==> config.mk <==
export PLATFORM = sky130hd
export DESIGN_NAME = brlsu_core
export DESIGN_NICKNAME = d
export VERILOG_FILES = /design/src/brlsu_pkg.sv /design/src/brlsu_core.sv
export SDC_FILE = /design/constraint.sdc
export NUM_CORES = 1
export LEC_CHECK = 0
export ABC_AREA = 1
export BUFFER_PORTS_ARGS = -buffer_cell sky130_fd_sc_hd__buf_4
export CORE_ASPECT_RATIO = 1.4
export CORE_MARGIN = 3
export CORE_UTILIZATION = 25
export DETAILED_ROUTE_END_ITERATION = 8
export PLACE_DENSITY = 0.51
export SYNTH_ARGS = -nofsm -noshare
export SYNTH_HDL_FRONTEND = slang
export SYNTH_SLANG_ARGS = --single-unit
==> constraint.sdc <==
create_clock -name clk_sys -period 3.4 [get_ports clk_sys]
set_clock_uncertainty 0.05 [all_clocks]
set_input_delay 0.51 -clock clk_sys [delete_from_list [all_inputs] [get_ports clk_sys]]
set_output_delay 0.51 -clock clk_sys [all_outputs]
set_load 0.01 [all_outputs]
==> src/brlsu_pkg.sv <==
// Constants, types and register map of the base-relative load/store unit
package brlsu_pkg;

  // Operation codes
  localparam logic [3:0] OP_LOCAL_WORD_LOAD            = 4'h0;
  localparam logic [3:0] OP_LOCAL_DWORD_LOAD           = 4'h1;
  localparam logic [3:0] OP_LOCAL_WORD_STORE           = 4'h2;
  localparam logic [3:0] OP_LOCAL_DWORD_STORE          = 4'h3;
  localparam logic [3:0] OP_GLOBAL_TEST_AND_SET        = 4'h4;
  localparam logic [3:0] OP_GLOBAL_BYTE_ORG_BYTE_LOAD  = 4'h5;
  localparam logic [3:0] OP_GLOBAL_BYTE_ORG_WORD_LOAD  = 4'h6;
  localparam logic [3:0] OP_GLOBAL_BYTE_ORG_DWORD_LOAD = 4'h7;
  localparam logic [3:0] OP_GLOBAL_BYTE_ORG_BYTE_STORE = 4'h8;
  localparam logic [3:0] OP_GLOBAL_BYTE_ORG_WORD_STORE = 4'h9;
  localparam logic [3:0] OP_GLOBAL_BYTE_ORG_DWORD_STORE = 4'hA;
  localparam logic [3:0] OP_GLOBAL_WORD_ORG_WORD_LOAD  = 4'hB;
  localparam logic [3:0] OP_GLOBAL_WORD_ORG_DWORD_LOAD = 4'hC;
  localparam logic [3:0] OP_GLOBAL_WORD_ORG_WORD_STORE = 4'hD;
  localparam logic [3:0] OP_GLOBAL_WORD_ORG_DWORD_STORE = 4'hE;

  // Access sizes on the memory port
  localparam logic [1:0] SIZE_BYTE  = 2'h0;
  localparam logic [1:0] SIZE_WORD  = 2'h1;
  localparam logic [1:0] SIZE_DWORD = 2'h2;

  // Address ranges
  localparam logic [21:0] LOCAL_END      = 22'h0E_FFFF;
  localparam logic [21:0] GLOBAL_START   = 22'h0F_0000;
  localparam logic [21:0] GLOBAL_END     = 22'h0F_FFFF;
  localparam logic [21:0] BYTE_ORG_W_END = 22'h0F_FFFE;
  localparam logic [21:0] BYTE_ORG_D_END = 22'h0F_FFFC;
  localparam logic [21:0] WORD_ORG_D_END = 22'h0F_FFFE;

  // Error identifiers
  localparam logic [31:0] WORD_ORG_ERR_ID   = 32'h0000_1A01;
  localparam logic [15:0] TRANSFER_ERR_CODE = 16'h0001;

  // Register map (byte addresses)
  localparam logic [7:0] REG_BASE_ADDRESS = 8'h00;
  localparam logic [7:0] REG_ACCU_ONE     = 8'h04;
  localparam logic [7:0] REG_ACCU_TWO     = 8'h08;
  localparam logic [7:0] REG_STATUS       = 8'h0C;
  localparam logic [7:0] REG_CONFIG       = 8'h10;
  localparam logic [7:0] REG_INT_STACK    = 8'h14;
  localparam logic [7:0] REG_IRQ_STATUS   = 8'h18;
  localparam logic [7:0] REG_IRQ_MASK     = 8'h1C;

  // Config fields
  localparam int CFG_HANDLER_BIT    = 8;
  localparam int CFG_STOP_CLEAR_BIT = 9;

  // Interrupt event bits
  localparam int EV_ERROR = 0;
  localparam int EV_STOP  = 1;
  localparam int EV_DONE  = 2;
  localparam int EV_BITS  = 3;

  // Reset values
  localparam logic [7:0] SLOT_ID_RESET = 8'h01;

  typedef enum logic [1:0] {
    BRLSU_IDLE,
    BRLSU_ACCESS,
    BRLSU_TAS_WRITE
  } brlsu_state_t;

  typedef struct packed {
    logic       legal;
    logic       load;
    logic       store;
    logic       tas;
    logic       is_global;
    logic       word_org;
    logic [1:0] size;
  } brlsu_opinfo_t;

endpackage

==> src/brlsu_core.sv <==
// Base-relative load/store unit with register port and memory port
`timescale 1ns/1ns
`default_nettype none
module brlsu_core
  import brlsu_pkg::*;
(
  // Clock and reset
  input  wire logic        clk_sys,
  input  wire logic        rst_n,
  // Register port
  input  wire logic [7:0]  reg_addr,
  input  wire logic [31:0] reg_wdata,
  input  wire logic        reg_wr,
  input  wire logic        reg_rd,
  output logic      [31:0] reg_rdata,
  // Operation request
  input  wire logic        op_start,
  input  wire logic [3:0]  op_code,
  input  wire logic [15:0] op_offset,
  output logic             op_busy,
  output logic             op_done,
  output logic             handler_call,
  output logic             stop_mode,
  output logic             condition_code_upper,
  output logic             condition_code_lower,
  // Memory port
  output logic             mem_req,
  output logic             mem_we,
  output logic             mem_lock,
  output logic             mem_global,
  output logic             mem_word_org,
  output logic      [1:0]  mem_size,
  output logic      [19:0] mem_addr,
  output logic      [31:0] mem_wdata,
  input  wire logic        mem_ack,
  input  wire logic [31:0] mem_rdata,
  // Interrupt
  output logic             irq
);

  typedef struct packed {
    brlsu_state_t         state;
    logic [19:0]          base_address_register;
    logic [31:0]          accumulator_one;
    logic [31:0]          accumulator_two;
    logic                 cc_upper;
    logic                 cc_lower;
    logic [15:0]          interrupt_stack;
    logic [EV_BITS-1:0]   irq_stat;
    logic [EV_BITS-1:0]   irq_mask;
    logic [7:0]           slot_id;
    logic                 handler_loaded;
    logic                 stop;
    brlsu_opinfo_t        info;
    logic                 busy;
    logic                 done;
    logic                 hcall;
    logic                 req;
    logic                 we;
    logic                 lock;
    logic                 is_global;
    logic                 word_org;
    logic [1:0]           size;
    logic [19:0]          addr;
    logic [31:0]          wdata;
    logic [31:0]          rdata;
    logic                 irq;
  } brlsu_regs_t;

  brlsu_regs_t s;
  brlsu_regs_t next_s;

  // Decode of an operation code into its access properties
  function automatic brlsu_opinfo_t decode(input logic [3:0] code);
    brlsu_opinfo_t d;
    d = '0;
    d.legal = 1'b1;
    case (code)
      OP_LOCAL_WORD_LOAD:
      begin
        d.load = 1'b1;
        d.size = SIZE_WORD;
      end
      OP_LOCAL_DWORD_LOAD:
      begin
        d.load = 1'b1;
        d.size = SIZE_DWORD;
      end
      OP_LOCAL_WORD_STORE:
      begin
        d.store = 1'b1;
        d.size  = SIZE_WORD;
      end
      OP_LOCAL_DWORD_STORE:
      begin
        d.store = 1'b1;
        d.size  = SIZE_DWORD;
      end
      OP_GLOBAL_TEST_AND_SET:
      begin
        d.tas       = 1'b1;
        d.is_global = 1'b1;
        d.size   = SIZE_WORD;
      end
      OP_GLOBAL_BYTE_ORG_BYTE_LOAD, OP_GLOBAL_BYTE_ORG_WORD_LOAD,
      OP_GLOBAL_BYTE_ORG_DWORD_LOAD:
      begin
        d.load      = 1'b1;
        d.is_global = 1'b1;
        d.size      = 2'(code - OP_GLOBAL_BYTE_ORG_BYTE_LOAD);
      end
      OP_GLOBAL_BYTE_ORG_BYTE_STORE, OP_GLOBAL_BYTE_ORG_WORD_STORE,
      OP_GLOBAL_BYTE_ORG_DWORD_STORE:
      begin
        d.store     = 1'b1;
        d.is_global = 1'b1;
        d.size   = 2'(code - OP_GLOBAL_BYTE_ORG_BYTE_STORE);
      end
      OP_GLOBAL_WORD_ORG_WORD_LOAD, OP_GLOBAL_WORD_ORG_DWORD_LOAD:
      begin
        d.load      = 1'b1;
        d.is_global = 1'b1;
        d.word_org = 1'b1;
        d.size     = (code == OP_GLOBAL_WORD_ORG_WORD_LOAD) ? SIZE_WORD : SIZE_DWORD;
      end
      OP_GLOBAL_WORD_ORG_WORD_STORE, OP_GLOBAL_WORD_ORG_DWORD_STORE:
      begin
        d.store     = 1'b1;
        d.is_global = 1'b1;
        d.word_org = 1'b1;
        d.size     = (code == OP_GLOBAL_WORD_ORG_WORD_STORE) ? SIZE_WORD : SIZE_DWORD;
      end
      default:
      begin
        d.legal = 1'b0;
      end
    endcase
    return d;
  endfunction

  // Sum kept 22 bits wide and unsigned so underflow and overflow are caught
  function automatic logic [21:0] eff_addr(input logic [19:0] base,
                                           input logic [15:0] offset);
    return {2'b00, base} + {{6{offset[15]}}, offset};
  endfunction

  function automatic logic range_ok(input brlsu_opinfo_t d, input logic [21:0] a);
    logic       ok;
    logic [21:0] last;
    ok   = 1'b0;
    last = GLOBAL_END;
    if (!d.is_global)
    begin
      ok = (a <= LOCAL_END);
    end
    else if (d.tas)
    begin
      ok = (a >= GLOBAL_START) && (a <= GLOBAL_END);
    end
    else
    begin
      if (d.word_org)
      begin
        last = (d.size == SIZE_DWORD) ? WORD_ORG_D_END : GLOBAL_END;
      end
      else
      begin
        case (d.size)
          SIZE_WORD:  last = BYTE_ORG_W_END;
          SIZE_DWORD: last = BYTE_ORG_D_END;
          default:    last = GLOBAL_END;
        endcase
      end
      ok = (a >= GLOBAL_START) && (a <= last);
    end
    return ok;
  endfunction

  // Placement of loaded data in accumulator_one
  function automatic logic [31:0] place(input logic [1:0] size, input logic [31:0] data);
    logic [31:0] v;
    case (size)
      SIZE_BYTE: v = {24'h00_0000, data[7:0]};
      SIZE_WORD: v = {16'h0000, data[15:0]};
      default:   v = data;
    endcase
    return v;
  endfunction

  always_comb
  begin
    logic [21:0]        ea;
    brlsu_opinfo_t      d;
    logic [EV_BITS-1:0] ev;
    logic [7:0]         held;
    ea     = '0;
    d      = '0;
    ev     = '0;
    held   = mem_rdata[7:0];
    next_s = s;
    next_s.done  = 1'b0;
    next_s.hcall = 1'b0;
    next_s.rdata = '0;

    // Register writes
    if (reg_wr)
    begin
      case (reg_addr)
        REG_BASE_ADDRESS: next_s.base_address_register = reg_wdata[19:0];
        REG_ACCU_ONE:
        begin
          if (s.state == BRLSU_IDLE)
          begin
            next_s.accumulator_one = reg_wdata;
          end
        end
        REG_ACCU_TWO:
        begin
          if (s.state == BRLSU_IDLE)
          begin
            next_s.accumulator_two = reg_wdata;
          end
        end
        REG_CONFIG:
        begin
          next_s.slot_id        = reg_wdata[7:0];
          next_s.handler_loaded = reg_wdata[CFG_HANDLER_BIT];
          if (reg_wdata[CFG_STOP_CLEAR_BIT])
          begin
            next_s.stop = 1'b0;
          end
        end
        REG_IRQ_STATUS: next_s.irq_stat = s.irq_stat & ~reg_wdata[EV_BITS-1:0];
        REG_IRQ_MASK:   next_s.irq_mask = reg_wdata[EV_BITS-1:0];
        default:        next_s.irq_mask = next_s.irq_mask;
      endcase
    end

    // Register reads, answered in the following cycle
    if (reg_rd)
    begin
      case (reg_addr)
        REG_BASE_ADDRESS: next_s.rdata = {12'h000, s.base_address_register};
        REG_ACCU_ONE:     next_s.rdata = s.accumulator_one;
        REG_ACCU_TWO:     next_s.rdata = s.accumulator_two;
        REG_STATUS:       next_s.rdata = {28'h000_0000, s.stop, s.busy, s.cc_upper,
                                          s.cc_lower};
        REG_CONFIG:       next_s.rdata = {23'h00_0000, s.handler_loaded, s.slot_id};
        REG_INT_STACK:    next_s.rdata = {16'h0000, s.interrupt_stack};
        REG_IRQ_STATUS:   next_s.rdata = {29'h0000_0000, s.irq_stat};
        REG_IRQ_MASK:     next_s.rdata = {29'h0000_0000, s.irq_mask};
        default:          next_s.rdata = '0;
      endcase
    end

    case (s.state)
      BRLSU_IDLE:
      begin
        // Requests during stop mode are ignored
        if (op_start && !s.stop)
        begin
          d  = decode(op_code);
          ea = eff_addr(s.base_address_register, op_offset);
          next_s.info = d;
          if (!d.legal)
          begin
            next_s.done = 1'b1;
          end
          else if (!range_ok(d, ea))
          begin
            // No memory cycle is started for a failed check
            next_s.done = 1'b1;
            ev[EV_ERROR] = 1'b1;
            if (d.word_org)
            begin
              next_s.accumulator_one = WORD_ORG_ERR_ID;
            end
            if (s.handler_loaded)
            begin
              next_s.hcall = 1'b1;
            end
            else
            begin
              next_s.stop            = 1'b1;
              next_s.interrupt_stack = TRANSFER_ERR_CODE;
              ev[EV_STOP]            = 1'b1;
            end
          end
          else
          begin
            next_s.state    = BRLSU_ACCESS;
            next_s.busy     = 1'b1;
            next_s.req      = 1'b1;
            next_s.we       = d.store;
            next_s.lock     = d.tas;
            next_s.is_global = d.is_global;
            next_s.word_org = d.word_org;
            next_s.size     = d.size;
            next_s.addr     = ea[19:0];
            next_s.wdata    = place(d.size, s.accumulator_one);
          end
        end
      end
      BRLSU_ACCESS:
      begin
        if (mem_ack)
        begin
          next_s.req = 1'b0;
          if (s.info.tas)
          begin
            if (held == 8'h00)
            begin
              // Lock stays up so no other master slips in between
              next_s.state    = BRLSU_TAS_WRITE;
              next_s.req      = 1'b1;
              next_s.we       = 1'b1;
              next_s.size     = SIZE_BYTE;
              next_s.wdata    = {24'h00_0000, s.slot_id};
              next_s.cc_upper = 1'b0;
              next_s.cc_lower = 1'b0;
            end
            else
            begin
              next_s.state    = BRLSU_IDLE;
              next_s.busy     = 1'b0;
              next_s.lock     = 1'b0;
              next_s.done     = 1'b1;
              next_s.cc_upper = (held == s.slot_id);
              next_s.cc_lower = (held != s.slot_id);
              ev[EV_DONE]     = 1'b1;
            end
          end
          else
          begin
            if (s.info.load)
            begin
              next_s.accumulator_two = s.accumulator_one;
              next_s.accumulator_one = place(s.size, mem_rdata);
            end
            next_s.state = BRLSU_IDLE;
            next_s.busy  = 1'b0;
            next_s.we    = 1'b0;
            next_s.done  = 1'b1;
            ev[EV_DONE]  = 1'b1;
          end
        end
      end
      BRLSU_TAS_WRITE:
      begin
        if (mem_ack)
        begin
          next_s.state = BRLSU_IDLE;
          next_s.req   = 1'b0;
          next_s.we    = 1'b0;
          next_s.lock  = 1'b0;
          next_s.busy  = 1'b0;
          next_s.done  = 1'b1;
          ev[EV_DONE]  = 1'b1;
        end
      end
      default:
      begin
        next_s.state = BRLSU_IDLE;
      end
    endcase

    // Set wins over a clear in the same cycle
    next_s.irq_stat = next_s.irq_stat | ev;
    next_s.irq      = |(next_s.irq_stat & next_s.irq_mask);
  end

  always_ff @(posedge clk_sys or negedge rst_n)
  begin
    if (!rst_n)
    begin
      s         <= '0;
      s.state   <= BRLSU_IDLE;
      s.slot_id <= SLOT_ID_RESET;
    end
    else
    begin
      s <= next_s;
    end
  end

  assign reg_rdata            = s.rdata;
  assign op_busy              = s.busy;
  assign op_done              = s.done;
  assign handler_call         = s.hcall;
  assign stop_mode            = s.stop;
  assign condition_code_upper = s.cc_upper;
  assign condition_code_lower = s.cc_lower;
  assign mem_req              = s.req;
  assign mem_we               = s.we;
  assign mem_lock             = s.lock;
  assign mem_global           = s.is_global;
  assign mem_word_org         = s.word_org;
  assign mem_size             = s.size;
  assign mem_addr             = s.addr;
  assign mem_wdata            = s.wdata;
  assign irq                  = s.irq;

endmodule
`default_nettype wire

---- Word-level counts from Yosys, hierarchy flattened ----
Cells that the tools add are included.
storage, ports and cells
  register bits ........................... 208
  input bits .............................. 98
  output and inout bits ................... 98
  logic and storage cells ................. 228
cells by class
  $add $sub $neg .......................... 3
  $lt $le $gt $ge ......................... 4
  equal/unequal tests ..................... 38
  muxes and demuxes ....................... 109
  bitwise logic cells ..................... 6
  reduce and logical (&&, ||, !) cells .... 36
operators with widths
  kind                                                                                   number
  32-bit two-way mux                                                                     12
  32-bit one-hot mux with 2 select lines                                                 4
  32-bit one-hot mux with 8 select lines                                                 1
  64-bit two-way mux                                                                     3
  22-bit two-way mux                                                                     5
  71-bit two-way mux                                                                     1
  66-bit two-way mux                                                                     1
  60-bit two-way mux                                                                     1
  59-bit two-way mux                                                                     1
  2-bit two-way mux                                                                      27
  22-bit by 20-bit less-or-equal comparator with 1-bit output, second input constant     2
  1-bit two-way mux                                                                      38
  34-bit two-way mux                                                                     1
  8-bit by 5-bit == test with 1-bit output, second input constant                        4
  4-bit == test, second input constant                                                   7
  21-bit by 16-bit adder with 22-bit output                                              1
  22-bit by 20-bit greater-or-equal comparator with 1-bit output, second input constant  1
  22-bit less-or-equal comparator                                                        1
  7-bit AND reduction                                                                    3
  4-bit by 3-bit == test with 1-bit output, second input constant                        4
  8-bit by 4-bit == test with 1-bit output, second input constant                        2
  8-bit zero test                                                                        2
  16-bit two-way mux                                                                     1
  15-bit OR reduction                                                                    1
  other kinds (40)                                                                       72

---- Longest topological paths before layout ----
  depth in word-level cells ............... 27
  gate-level depth with buffers ........... 30
  depth with buffers taken out ............ 29

---- Least setup slack after synthesis ----
No wires, ideal clock.
  path kind ............................... input port to flip-flop
  from .................................... input op_code[1]
  to ...................................... register s[177] (netlist bit)
  library setup time ...................... 0.116 ns
  arrival time ............................ 3.602 ns
  required time ........................... 3.234 ns
  slack ................................... -0.369 ns
  cell stages on the path ................. 29
  buffers on the path ..................... 1
  cells stage by stage .................... inv_1 -> ha_1 -> nor3_1 -> nor3_1 -> nand2_1 -> o21ai_0 -> nor3_1 -> inv_1 -> ha_1 -> nand2_1 -> o21ai_0 -> ha_1 -> nand2_1 -> nand2_1 -> nor2_1 -> nand3_1 -> nor2_1 -> nand3_1 -> nor3_1 -> nand3_1 -> nand3_1 -> nand2_2 -> nand2_8 -> nand3_4 -> nand2_2 -> nand2_4 -> buf_6 -> nand2_1 -> nand2_1
RTL lines
  element               RTL line           text
  from (decl)           brlsu_core.sv:18   input wire logic [3:0] op_code,
  to (signal assigned)  brlsu_core.sv:382  s <= next_s;
  to (decl)             brlsu_core.sv:70   brlsu_regs_t s;

==> flow_summary.json <==
{
  "status": "finished with violations",
  "violations": "hold timing, setup timing",
  "async_reset_ff_share_pct": 100,
  "yosysSeqAreaShare_pct": 42.6,
  "avgSynthCellArea_um2": 7.59,
  "finalHoldViolCount": 1,
  "setup_tns_ns": -5.59,
  "setup_viol": 86,
  "p_leak_nw": 8.03,
  "mappedNetlistNets": 1696,
  "drive_gt1_share_pct": 30.3,
  "die_w_um": 190,
  "synth-xor-area-share_pct": 0.654,
  "die-area_um2": 50100,
  "path_max_fanout": 7,
  "ant_nets": 0,
  "placed_area_um2": 14100,
  "worstSetupStartpointType": "primary input",
  "ios": 196,
  "setup_ws_ns": -0.106,
  "dr.pass1.iters": 6,
  "max-slew-margin-rel_pct": 41.7,
  "crit_path_top_delay_cell": "ha_2",
  "grtUsageTotal_pct": 16.6,
  "ys_types": 55,
  "fin_crit_ns": 3.51,
  "period_share_pct": 103,
  "dp_hpwl_um": 32200,
  "worstSetupPathType": "primary input to register",
  "drc_errors": 0,
  "grt_pass1_vias": 11145,
  "core_um2": 46400,
  "grt_pass1_wl_um": 64900,
  "cts_buffers": 24,
  "fmax_mhz": 285,
  "cts.clk_slew.worst_paths_ns": 0.06,
  "clock_latency_ns": 0.54,
  "tightestPinTransition_ns": 0.873,
  "met3_length_um": 1660,
  "cts_root_buf": "clkbuf_16",
  "slew_violations": 0,
  "rsz0062_at_grt": "true",
  "syn_to_final_growth_pct": 33.5,
  "endpoint_kind": "register",
  "rows": 93,
  "r2r_cells": 21,
  "crit_arrival_ns": 3.88,
  "synth_edf_count": 0,
  "r2r_end": "mem_wdata[20]",
  "timing.reg2reg.setup_slack_ns": 0.04,
  "m1WireLength_um": 17800,
  "fin_cells": 2413,
  "start_util_pct": 25.5,
  "cts_tree": "yes",
  "final_util_pct": 34.1,
  "vias": 11098,
  "synth_compound_area_share_pct": 13.4,
  "top_layer": "met4",
  "routabilityCongestion": 0.859,
  "drt_iter0_markers": 671,
  "gr-total-overflow": 0,
  "synthAdderAreaFrac_pct": 3.86,
  "cts-htree-levels": 1,
  "synth-main-ff-cell": "dfrtp_1",
  "min_path_type": "primary input to async pin",
  "holdBufCountCts": 0,
  "dp_cells": 2333,
  "peakVddDrop_mv": 0.347,
  "wl_met2_um": 22300,
  "synth_cells": 1562,
  "yosysWarningCount": 0,
  "synth-simple-area-share_pct": 25.5,
  "synth-seq-cells": 202,
  "viasPerCell": 4.60,
  "drt_wl_total_um": 43500,
  "holdWs_ns": -0.000397,
  "fin_area_um2": 15800,
  "cellPowerDensity_nw_per_um2": 576,
  "clockBufferDepth": 3,
  "muxShareOfSynthArea_pct": 0.665,
  "grt_start_max_net_pins": 93,
  "design_power_total_mw": 9.13,
  "die_h_um": 264,
  "finalNetCount": 1911,
  "required_ns": 3.77,
  "numClockSinks": 202,
  "port_buffers": 195,
  "slowest_delay_ns": 0.28,
  "r2r-start": "s[201]",
  "wl_per_cell_um": 18.0,
  "syn-cell-area_um2": 11900,
  "antenna_found_initial": 1,
  "synth_top_family_by_area": "simple AND/OR/NAND/NOR gates",
  "drv_cap": 0
}
worst max path at each step:
stage                     startpoint            to  slack, ns  cells after the start
after global routing      op_code[1]  mem_addr[10]      -0.38                     32
after floorplan           op_code[1]        s[179]      -0.15                     29
after detailed placement  op_code[1]        s[174]      -0.80                     29
final                     op_code[1]        s[176]      -0.11                     30
after global placement    op_code[1]        s[189]      -0.67                     29
after CTS                 op_code[1]        s[174]      -0.07                     29
area by class of cell:
class | count | area [µm²]
timing repair buffer | 329 | 2700
fill | 4873 | 30600
tap | 617 | 772
clock buffer | 35 | 723
antenna | 1 | 2.50
inverter | 174 | 683
multi-input combinational | 1045 | 5810
timing repair inverter | 1 | 11.3
clock inverter | 9 | 77.6
sequential | 202 | 5060
what timing repair did:
| item | in CTS | in global routing |
|---|---|---|
| setup endpoints to repair | 95 | 101 |
| pin swaps | 21 | 18 |
| cloned | 4 | 6 |
| resized for setup | 56 | 89 |
| setup buffers | 24 | 3 |
critical path, delay by kind of cell:
family	cells	cell delay [ns]
adder cells (fa/ha/maj)	3	0.71
buffers and inverters	4	0.37
AO/OA/AOI/OAI	2	0.14
AND/OR/NAND/NOR	21	2.12
cells in the mapped netlist, types with 15 or more instances:
| cell | n | area (µm²) |
|---|---|---|
| o21ai_0 | 85 | 425 |
| nand3_1 | 102 | 510 |
| a22oi_1 | 29 | 218 |
| inv_1 | 158 | 593 |
| o21ai_1 | 37 | 185 |
| nor3_1 | 15 | 75.1 |
| a21oi_1 | 49 | 245 |
| a31oi_1 | 28 | 175 |
| dfrtp_1 | 201 | 5030 |
| nor2_1 | 69 | 259 |
| ha_1 | 35 | 438 |
| buf_4 | 88 | 661 |
| nand2_1 | 501 | 1880 |
| clkbuf_1 | 39 | 146 |
power by group:
group	internal, mW	leakage (nW)	total (mW)	switching, mW
clock network	1.55	0.390	2.64	1.09
registers	2.91	2.66	3.27	0.352
logic	1.27	4.98	3.22	1.95
total	5.74	8.03	9.13	3.39
cell families after synthesis:
kind of cell	after synthesis
fa+ha+maj	36
buf+inv	318
flops	202
xor+xnor	8
mux	7
compound gates	268
simple gates	723
registers in the layout, summed over array words and instances (netlist names):
name and flops:
mem_size 2, op_busy 1, stop_mode 1, s 104, handler_call 1, mem_addr 20
op_done 1, condition_code_upper 1, irq 1, mem_wdata 32, mem_lock 1, mem_we 1
mem_req 1, mem_global 1, mem_word_org 1, condition_code_lower 1, reg_rdata 32
stage by stage:
| stage | worst slack [ns] | hold WS [ns] |
|---|---|---|
| after floorplan | -0.149 | 0.164 |
| after global placement | -0.673 | 0.412 |
| after detailed placement | -0.796 | 0.421 |
| after CTS | -0.0740 | 0.0397 |
| after global routing | -0.384 | 0.0639 |
| final | -0.106 | -0.000397 |
per-layer routing:
metal,vias to the layer above,GRT usage (%)
met5,-,0
met3,67,1.75
met1,5334,20.2
met2,272,29.7
li1,5425,-
met4,0,6.56
layout by cell type, fill, tap and decap left out, drive strengths merged:
| cell type | Yosys | routed |
|---|---|---|
| o221ai | 1 | 1 |
| a2bb2oi | 3 | 3 |
| a22oi | 29 | 29 |
| o21ai | 125 | 125 |
| o21bai | 2 | 2 |
| a41oi | 1 | 1 |
| nand3b | 3 | 3 |
| nand2 | 512 | 515 |
| mux2 | 7 | 7 |
| ha | 35 | 35 |
| or4 | 2 | 2 |
| xor2 | 6 | 6 |
| nor2 | 74 | 74 |
| buf | 105 | 325 |
| a21boi | 1 | 1 |
| a31oi | 28 | 28 |
| clkinvlp | 0 | 3 |
| fa | 1 | 1 |
| o22ai | 2 | 2 |
| a21o | 3 | 3 |
| inv | 171 | 172 |
| nand3 | 104 | 104 |
| o32a | 1 | 1 |
| or2 | 2 | 2 |
| a211oi | 2 | 2 |
| a32o | 1 | 1 |
| a21oi | 51 | 51 |
| o211ai | 9 | 9 |
| dfstp | 1 | 1 |
| dfrtp | 201 | 201 |
| a221oi | 8 | 8 |
| nor4 | 2 | 2 |
| clkinv | 3 | 8 |
| nand4 | 9 | 9 |
| bufinv | 0 | 1 |
| diode | 0 | 1 |
| clkbuf | 39 | 39 |
| a22o | 1 | 1 |
| nor3 | 15 | 15 |
| xnor2 | 2 | 2 |
Power figures use the tool's default switching activity.
